--- config.mk ---
export PLATFORM = sky130hd
export DESIGN_NAME = tof_result_regs
export DESIGN_NICKNAME = d
export VERILOG_FILES = /design/src/tof_pkg.sv /design/src/tof_stop_slot.sv /design/src/tof_result_regs.sv
export SDC_FILE = /design/constraint.sdc
export NUM_CORES = 1
export LEC_CHECK = 0
export ABC_AREA = 0
export BUFFER_PORTS_ARGS = -buffer_cell sky130_fd_sc_hd__buf_2
export CAP_MARGIN = 40
export CORE_UTILIZATION = 50
export CTS_BUF_LIST = sky130_fd_sc_hd__clkbuf_16
export DETAILED_ROUTE_END_ITERATION = 8
export PLACE_DENSITY = 0.72
export SKIP_CTS_REPAIR_TIMING = 1
export SLEW_MARGIN = 20
export SYNTH_ARGS = -nofsm -noshare
export SYNTH_HDL_FRONTEND = slang
export SYNTH_HIERARCHICAL = 1
export SYNTH_SLANG_ARGS = --single-unit
--- constraint.sdc ---
create_clock -name clk_i -period 1.5 [get_ports clk_i]
set_clock_uncertainty 0.2 [all_clocks]
set_input_delay 0.3 -clock clk_i [delete_from_list [all_inputs] [get_ports clk_i]]
set_output_delay 0.3 -clock clk_i [all_outputs]
set_load 0.05 [all_outputs]
--- src/tof_pkg.sv ---
// Notes on behaviour
// Third-stop fine time reads at 14h, value in bits 22-0, parity bit 23.
// Fourth-stop fine time reads at 16h, value in bits 22-0, parity bit 23.
// Fifth-stop fine time reads at 18h, value in bits 22-0, parity bit 23.
// Third-stop coarse count reads at 15h, 16 bits in 15-0, parity bit 23.
// Fourth-stop coarse count reads at 17h, 16 bits in 15-0, parity 23.
// Fifth-stop coarse count reads at 19h, 16 bits in 15-0, parity bit 23.
// Count bits 22-16 carry averaging extension, zero when averaging is off.
// All six registers are read-only and reset to all zeros, parity included.
// Same addresses on each converter; reached only while its select is low.
// Parity covers the lower 23 bits; polarity is a parameter, even default.
package tof_pkg;
  localparam int ADDR_W = 6;
  localparam int DATA_W = 24;
  localparam int FINE_W = 23;
  localparam int CNT_W = 16;
  localparam int EXT_W = 7;
  localparam int EXT_LSB = 16;
  localparam int PAR_BIT = 23;
  localparam int NUM_STOPS = 3;
  localparam int IDX_W = 2;
  localparam logic [ADDR_W-1:0] ADDR_STOP3_FINE = 6'h14;
  localparam logic [ADDR_W-1:0] ADDR_STOP3_COARSE = 6'h15;
  localparam logic [ADDR_W-1:0] ADDR_STOP4_FINE = 6'h16;
  localparam logic [ADDR_W-1:0] ADDR_STOP4_COARSE = 6'h17;
  localparam logic [ADDR_W-1:0] ADDR_STOP5_FINE = 6'h18;
  localparam logic [ADDR_W-1:0] ADDR_STOP5_COARSE = 6'h19;
  localparam logic [DATA_W-1:0] RESULT_RESET = 24'h000000;
  localparam logic [DATA_W-1:0] UNMAPPED_DATA = 24'h000000;
  localparam logic [EXT_W-1:0] EXT_OFF = 7'h00;

  // Parity over the 23 value bits; odd_sel flips the polarity
  function automatic logic tof_parity(input logic [FINE_W-1:0] v,
                                      input logic odd_sel);
    tof_parity = (^v) ^ odd_sel;
  endfunction

  function automatic logic [DATA_W-1:0] tof_word(input logic [FINE_W-1:0] v,
                                                 input logic odd_sel);
    tof_word = {tof_parity(v, odd_sel), v};
  endfunction
endpackage : tof_pkg

--- src/tof_stop_slot.sv ---
module tof_stop_slot #(
  parameter bit PARITY_ODD = 1'b0
) (
  input wire logic clk_i,
  input wire logic rst_n_i,
  input wire logic wr_i,
  input wire logic [tof_pkg::FINE_W-1:0] fine_i,
  input wire logic [tof_pkg::CNT_W-1:0] coarse_i,
  input wire logic [tof_pkg::EXT_W-1:0] ext_i,
  input wire logic avg_active_i,
  output logic [tof_pkg::DATA_W-1:0] fine_reg_o,
  output logic [tof_pkg::DATA_W-1:0] coarse_reg_o
);
  logic [tof_pkg::DATA_W-1:0] fine_r, fine_nxt;
  logic [tof_pkg::DATA_W-1:0] coarse_r, coarse_nxt;
  logic [tof_pkg::EXT_W-1:0] ext_eff;

  always_comb begin
    fine_nxt = fine_r;
    coarse_nxt = coarse_r;
    // Extension only meaningful while averaging accumulates
    ext_eff = avg_active_i ? ext_i : tof_pkg::EXT_OFF;
    if (wr_i) begin
      fine_nxt = tof_pkg::tof_word(fine_i, PARITY_ODD);
      coarse_nxt = tof_pkg::tof_word({ext_eff, coarse_i}, PARITY_ODD);
    end
  end

  always_ff @(posedge clk_i) begin
    if (!rst_n_i) begin
      fine_r <= tof_pkg::RESULT_RESET;
      coarse_r <= tof_pkg::RESULT_RESET;
    end else begin
      fine_r <= fine_nxt;
      coarse_r <= coarse_nxt;
    end
  end

  assign fine_reg_o = fine_r;
  assign coarse_reg_o = coarse_r;
endmodule // tof_stop_slot

--- src/tof_result_regs.sv ---
module tof_result_regs #(
  parameter bit PARITY_ODD = 1'b0
) (
  input wire logic clk_i,
  input wire logic rst_n_i,
  input wire logic converter_select_n_i,
  input wire logic rd_i,
  input wire logic [tof_pkg::ADDR_W-1:0] rd_addr_i,
  output logic [tof_pkg::DATA_W-1:0] rd_data_o,
  output logic rd_valid_o,
  input wire logic res_wr_i,
  input wire logic [tof_pkg::IDX_W-1:0] res_idx_i,
  input wire logic [tof_pkg::FINE_W-1:0] res_fine_i,
  input wire logic [tof_pkg::CNT_W-1:0] res_coarse_i,
  input wire logic [tof_pkg::EXT_W-1:0] res_ext_i,
  input wire logic avg_active_i
);
  logic [tof_pkg::DATA_W-1:0] fine_w [tof_pkg::NUM_STOPS];
  logic [tof_pkg::DATA_W-1:0] coarse_w [tof_pkg::NUM_STOPS];
  logic [tof_pkg::NUM_STOPS-1:0] slot_wr;

  // Select pin synchroniser: three stages, change taken once 2 and 3 agree
  logic sel_s1_r, sel_s2_r, sel_s3_r, sel_act_r;
  logic sel_s1_nxt, sel_s2_nxt, sel_s3_nxt, sel_act_nxt;

  always_comb begin
    sel_s1_nxt = converter_select_n_i;
    sel_s2_nxt = sel_s1_r;
    sel_s3_nxt = sel_s2_r;
    sel_act_nxt = sel_act_r;
    if (sel_s2_r == sel_s3_r) begin
      sel_act_nxt = !sel_s3_r;
    end
  end

  always_ff @(posedge clk_i) begin
    if (!rst_n_i) begin
      sel_s1_r <= 1'b1;
      sel_s2_r <= 1'b1;
      sel_s3_r <= 1'b1;
      sel_act_r <= 1'b0;
    end else begin
      sel_s1_r <= sel_s1_nxt;
      sel_s2_r <= sel_s2_nxt;
      sel_s3_r <= sel_s3_nxt;
      sel_act_r <= sel_act_nxt;
    end
  end

  // One slot per stop; the engine write port is not gated by the select
  for (genvar g = 0; g < tof_pkg::NUM_STOPS; g++) begin : g_slot
    assign slot_wr[g] = res_wr_i &&
                        (res_idx_i == tof_pkg::IDX_W'(g));
    tof_stop_slot #(
      .PARITY_ODD(PARITY_ODD)
    ) u_slot (
      .clk_i(clk_i),
      .rst_n_i(rst_n_i),
      .wr_i(slot_wr[g]),
      .fine_i(res_fine_i),
      .coarse_i(res_coarse_i),
      .ext_i(res_ext_i),
      .avg_active_i(avg_active_i),
      .fine_reg_o(fine_w[g]),
      .coarse_reg_o(coarse_w[g])
    );
  end

  // Read path
  logic [tof_pkg::DATA_W-1:0] rd_data_r, rd_data_nxt;
  logic rd_valid_r, rd_valid_nxt;
  logic [tof_pkg::DATA_W-1:0] rd_mux;

  always_comb begin
    unique case (rd_addr_i)
      tof_pkg::ADDR_STOP3_FINE: rd_mux = fine_w[0];
      tof_pkg::ADDR_STOP3_COARSE: rd_mux = coarse_w[0];
      tof_pkg::ADDR_STOP4_FINE: rd_mux = fine_w[1];
      tof_pkg::ADDR_STOP4_COARSE: rd_mux = coarse_w[1];
      tof_pkg::ADDR_STOP5_FINE: rd_mux = fine_w[2];
      tof_pkg::ADDR_STOP5_COARSE: rd_mux = coarse_w[2];
      default: rd_mux = tof_pkg::UNMAPPED_DATA;
    endcase
  end

  always_comb begin
    rd_data_nxt = rd_data_r;
    rd_valid_nxt = 1'b0;
    // Reads while deselected are dropped; data keeps its last value
    if (rd_i && sel_act_r) begin
      rd_data_nxt = rd_mux;
      rd_valid_nxt = 1'b1;
    end
  end

  always_ff @(posedge clk_i) begin
    if (!rst_n_i) begin
      rd_data_r <= tof_pkg::RESULT_RESET;
      rd_valid_r <= 1'b0;
    end else begin
      rd_data_r <= rd_data_nxt;
      rd_valid_r <= rd_valid_nxt;
    end
  end

  assign rd_data_o = rd_data_r;
  assign rd_valid_o = rd_valid_r;

  // Checks
  property p_stop3_fine;
    @(posedge clk_i) disable iff (!rst_n_i)
    (rd_i && sel_act_r && rd_addr_i == tof_pkg::ADDR_STOP3_FINE)
      |=> rd_valid_o && rd_data_o == $past(fine_w[0]);
  endproperty
  a_stop3_fine: assert property (p_stop3_fine)
    else $error("stop3 fine read mismatch");

  property p_stop4_fine;
    @(posedge clk_i) disable iff (!rst_n_i)
    (rd_i && sel_act_r && rd_addr_i == tof_pkg::ADDR_STOP4_FINE)
      |=> rd_data_o[tof_pkg::FINE_W-1:0] ==
          $past(fine_w[1][tof_pkg::FINE_W-1:0]);
  endproperty
  a_stop4_fine: assert property (p_stop4_fine)
    else $error("stop4 fine read mismatch");

  property p_stop5_write;
    @(posedge clk_i) disable iff (!rst_n_i)
    (res_wr_i && res_idx_i == 2'h2)
      |=> fine_w[2][tof_pkg::FINE_W-1:0] == $past(res_fine_i);
  endproperty
  a_stop5_write: assert property (p_stop5_write)
    else $error("stop5 fine result not stored");

  property p_stop3_coarse;
    @(posedge clk_i) disable iff (!rst_n_i)
    (res_wr_i && res_idx_i == 2'h0)
      |=> coarse_w[0][tof_pkg::CNT_W-1:0] == $past(res_coarse_i);
  endproperty
  a_stop3_coarse: assert property (p_stop3_coarse)
    else $error("stop3 coarse count not stored");

  property p_stop4_coarse;
    @(posedge clk_i) disable iff (!rst_n_i)
    (rd_i && sel_act_r && rd_addr_i == tof_pkg::ADDR_STOP4_COARSE)
      |=> rd_data_o == $past(coarse_w[1]);
  endproperty
  a_stop4_coarse: assert property (p_stop4_coarse)
    else $error("stop4 coarse read mismatch");

  property p_stop5_coarse;
    @(posedge clk_i) disable iff (!rst_n_i)
    (rd_i && sel_act_r && rd_addr_i == tof_pkg::ADDR_STOP5_COARSE)
      |=> rd_data_o == $past(coarse_w[2]);
  endproperty
  a_stop5_coarse: assert property (p_stop5_coarse)
    else $error("stop5 coarse read mismatch");

  // Index 3 writes nothing, so it is kept out of the slot lookup
  property p_ext_off;
    @(posedge clk_i) disable iff (!rst_n_i)
    (res_wr_i && !avg_active_i && res_idx_i < tof_pkg::NUM_STOPS)
      |=> coarse_w[$past(res_idx_i)][tof_pkg::PAR_BIT-1:tof_pkg::EXT_LSB] ==
          tof_pkg::EXT_OFF;
  endproperty
  a_ext_off: assert property (p_ext_off)
    else $error("extension not zero outside averaging");

  property p_hold;
    @(posedge clk_i) disable iff (!rst_n_i)
    !res_wr_i ##1 !res_wr_i |-> $stable(fine_w[1]) && $stable(coarse_w[1]);
  endproperty
  a_hold: assert property (p_hold)
    else $error("result changed without a write");

  property p_desel;
    @(posedge clk_i) disable iff (!rst_n_i)
    !sel_act_r |=> !rd_valid_o;
  endproperty
  a_desel: assert property (p_desel)
    else $error("read answered while deselected");

  property p_parity;
    @(posedge clk_i) disable iff (!rst_n_i)
    rd_valid_o && rd_data_o != tof_pkg::RESULT_RESET |->
      rd_data_o[tof_pkg::PAR_BIT] ==
      tof_pkg::tof_parity(rd_data_o[tof_pkg::FINE_W-1:0], PARITY_ODD);
  endproperty
  a_parity: assert property (p_parity)
    else $error("parity bit wrong");

  property p_ext_on;
    @(posedge clk_i) disable iff (!rst_n_i)
    (res_wr_i && avg_active_i && res_idx_i == tof_pkg::IDX_W'(1))
      |=> coarse_w[1][tof_pkg::PAR_BIT-1:tof_pkg::EXT_LSB] ==
          $past(res_ext_i);
  endproperty
  a_ext_on: assert property (p_ext_on)
    else $error("extension not kept during averaging");

  property p_stop5_fine_rd;
    @(posedge clk_i) disable iff (!rst_n_i)
    (rd_i && sel_act_r && rd_addr_i == tof_pkg::ADDR_STOP5_FINE)
      |=> rd_valid_o && rd_data_o == $past(fine_w[2]);
  endproperty
  a_stop5_fine_rd: assert property (p_stop5_fine_rd)
    else $error("stop5 fine read mismatch");

  property p_stop3_coarse_rd;
    @(posedge clk_i) disable iff (!rst_n_i)
    (rd_i && sel_act_r && rd_addr_i == tof_pkg::ADDR_STOP3_COARSE)
      |=> rd_valid_o && rd_data_o == $past(coarse_w[0]);
  endproperty
  a_stop3_coarse_rd: assert property (p_stop3_coarse_rd)
    else $error("stop3 coarse read mismatch");

  // Reset itself is the antecedent, so no disable clause here
  property p_rst_zero;
    @(posedge clk_i)
    !rst_n_i |=> !rd_valid_o && rd_data_o == tof_pkg::RESULT_RESET &&
      fine_w[0] == tof_pkg::RESULT_RESET &&
      coarse_w[2] == tof_pkg::RESULT_RESET;
  endproperty
  a_rst_zero: assert property (p_rst_zero)
    else $error("result not cleared by reset");

  property p_desel_hold;
    @(posedge clk_i) disable iff (!rst_n_i)
    !sel_act_r |=> $stable(rd_data_o);
  endproperty
  a_desel_hold: assert property (p_desel_hold)
    else $error("read data moved while deselected");

  // Select may only open after the pin stood low through the sync stages
  property p_sel_rise;
    @(posedge clk_i) disable iff (!rst_n_i)
    $rose(sel_act_r) |-> !$past(converter_select_n_i, 3) &&
      !$past(converter_select_n_i, 4);
  endproperty
  a_sel_rise: assert property (p_sel_rise)
    else $error("select opened without a settled low pin");
endmodule // tof_result_regs

==> metrics.cfg <==
[drt]
initialDrtViolationCount=269
post_drt_wl_per_cell_um=16.8
detailroute.via_count=6233
first_pass_iters=4
ant_nets=0
vias_per_cell=5.25
wl_um=19900
detail_route.drc_violations=0

[floorplanning]
die_area_mm2=0.0182
core-area_mm2=0.0173
number_of_placement_rows=48
die_x_um=135
fp.dieH_um=135
io_pins=85
initial_core_util_pct=51.2

[worst_hold_path]
hold_end=rd_data_o[13]
hold_start=rst_n_i
min_path_type=in2reg
whs_path_depth=2

[logic_synthesis]
synth_top_cell_by_area=sky130_fd_sc_hd__dfxtp_1
synth_seq_area_share_pct=39.1
synth_top_cell_area_share_pct=39.1
flops_latches_synth=173
synth_cell_type_count=32
syn_area_per_cell_um2=10.7
most_area_consuming_cells_after_synthesis=sky130_fd_sc_hd__dfxtp_1, sky130_fd_sc_hd__mux2i_1, sky130_fd_sc_hd__nor2b_1
synth_cells=827
synth_area_mm2=0.00885
synthesized_net_count=887
ys_warn_count=6

[sta]
min_period_over_period_pct=101
hold_violations=0
max_slew.worst_pin.slew_ns=0.276
rsz_0062_raised_after_global_routing=true
fin_setup_tns_ns=-0.0182
worst_setup_slack_final_ns=-0.0182
report.final.setup_viol=1
slew_headroom_pct=81.5
timing_max_transition_violations_final=0
timing.fmax_mhz=659
final.min_clock_period_ns=1.52
final.hold.worst_slack_ns=0.0317

[clock_network]
clkSlewWorstSetupHoldPaths_ns=0.06
cts-buffers-inserted=17
insertion_delay_ns=0.42
clockRootBuffer=sky130_fd_sc_hd__clkbuf_16
cts.sink_count=173
cts-htree-levels=4
clock_tree.buffer_depth=2
clock_tree_from_tritoncts=yes

[place]
pre_cts_setup_slack_ns=-0.501
globalplace.congestion=0.770
port-buffer-count=84
placed_cells=1154
dpl-instance-area_mm2=0.0102
dp_hpwl_um=13800

[worst_setup_path]
timing.reg2reg.setup_slack_ns=0.06
timing.critical_path.from_type=input pin
required_time_reported_for_the_critical_path_endpoint_ns=1.62
critPathArrivalTime_ns=1.63
cell_chain_critical_path=buf_2 -> xnor2_2 -> xnor2_1 -> xnor2_1 -> buf_4 -> xnor3_1 -> mux2i_1 -> nor2b_1
critical_path.slowest_cell=sky130_fd_sc_hd__xnor3_1
timing.setup.critical_path_class=in2reg
capturing_element_type_of_the_critical_path=register
cp-startpoint=res_coarse_i[5]
worst_path_largest_cell_delay_ns=0.28
regToRegStartpoint=sel_act_r
r2r_end=rd_data_o[22]
reg2reg_depth=4
worst-path-max-fanout=6
path_common_cell=sky130_fd_sc_hd__xnor2_1

[global_routing]
number_of_antenna_violations_at_the_first_check_in_global_routing=0
grt_util_all_layers_pct=22.9
grt_max_degree=46
grt_pass1_vias=6222
wire_length_of_the_first_global_routing_pass_um=32200
total_congestion_overflow_after_global_routing=0

[layout]
fin_util_pct=64.3
most_common_library_cell_in_the_layout_ignoring_fill_and_taps=sky130_fd_sc_hd__mux2i_1
layout-drive-gt1-share_pct=26.3
area_delta_synth_final_pct=25.7
final-instance-count-excl-fill=1188
final_cell_mix=sky130_fd_sc_hd__mux2i_1, sky130_fd_sc_hd__dfxtp_1, sky130_fd_sc_hd__nor2b_1, sky130_fd_sc_hd__buf_4, sky130_fd_sc_hd__xnor2_1
num_antenna_cells=0
post-route-cell-area_mm2=0.0111
final_nets=1010

[power]
power_leakage_nw=4.30
report.power.total_mw=11.1
max-vdd-ir-drop_mv=0.844
power_density_mw_per_mm2=1000

[status]
violations=negative setup slack
run_status=finished with violations

[flow_run]
drv.max_cap_violation_count=0

layout make-up:
type | count | area, µm²
tap | 225 | 282
clock inverter | 15 | 109
timing repair buffer | 162 | 1370
sequential | 173 | 3470
clock buffer | 17 | 425
fill | 1390 | 6180
multi-input combinational | 596 | 5470
state kept, by name (all words and copies together), names as in the netlist:
name and cells:
sel_s2_r 1, rd_data_o 24, sel_act_r 1, g_slot.u_slot/fine_reg_o 72
rd_valid_o 1, sel_s3_r 1, g_slot.u_slot/coarse_reg_o 72, sel_s1_r 1
worst max-delay path by stage:
stage / endpoint / slack (ns) / cells after the start
6_report: g_slot[2].u_slot/coarse_reg_o[23] / -0.02 / 8
5_1_grt: g_slot[2].u_slot/coarse_reg_o[23] / -0.10 / 8
4_1_cts: rd_data_o[23] / -0.10 / 1
3_5_place_dp: g_slot[1].u_slot/fine_reg_o[23] / -0.50 / 7
3_3_place_gp: g_slot[0].u_slot/fine_reg_o[23] / -0.48 / 7
2_1_floorplan: g_slot[1].u_slot/coarse_reg_o[23] / -0.11 / 6
layer usage:
| layer | GRT usage (%) | vias to the layer above | part of all wire, % |
|---|---|---|---|
| li1 | - | 3106 | - |
| met3 | 4.24 | 21 | 2.8 |
| met2 | 37.2 | 106 | 47 |
| met5 | 0 | - | 0 |
| met4 | 6.43 | 0 | 1.3 |
| met1 | 30.9 | 3000 | 49 |
cells by family after synthesis:
kind of cell           share of synthesized area (%)
buffers and inverters                           3.56
AND/OR/NAND/NOR                                 13.5
multiplexers                                    22.1
flip-flops                                      39.1
AO/OA/AOI/OAI                                   7.72
XOR/XNOR                                        14.0
Yosys cell counts (all sizes together):
library cell  number
mux2i            195
dfxtp            173
nor2b            160
xnor2             93
buf               30
clkbuf            28
o21ai             24
o221a             24
o22ai             24
a21oi             19
xor2              15
xnor3             12
nand2b             6
nand2              5
and2               4
a21boi             3
and3b              3
nand3              3
nor2               2
and3               1
nand3b             1
nand4b             1
nor3b              1
worst max-delay path, delay by kind of cell:
family | cells | cell delay (ns)
simple gates | 1 | 0.05
buf+inv | 2 | 0.30
xor+xnor | 4 | 0.83
mux | 1 | 0.14
report_power, final:
part           internal (mW)  switching (mW)
sequential              4.74          0.0720
combinational           1.31           0.966
clock                   2.24            1.81
total                   8.29            2.85
Note: power is estimated with default switching activity, not from simulation.
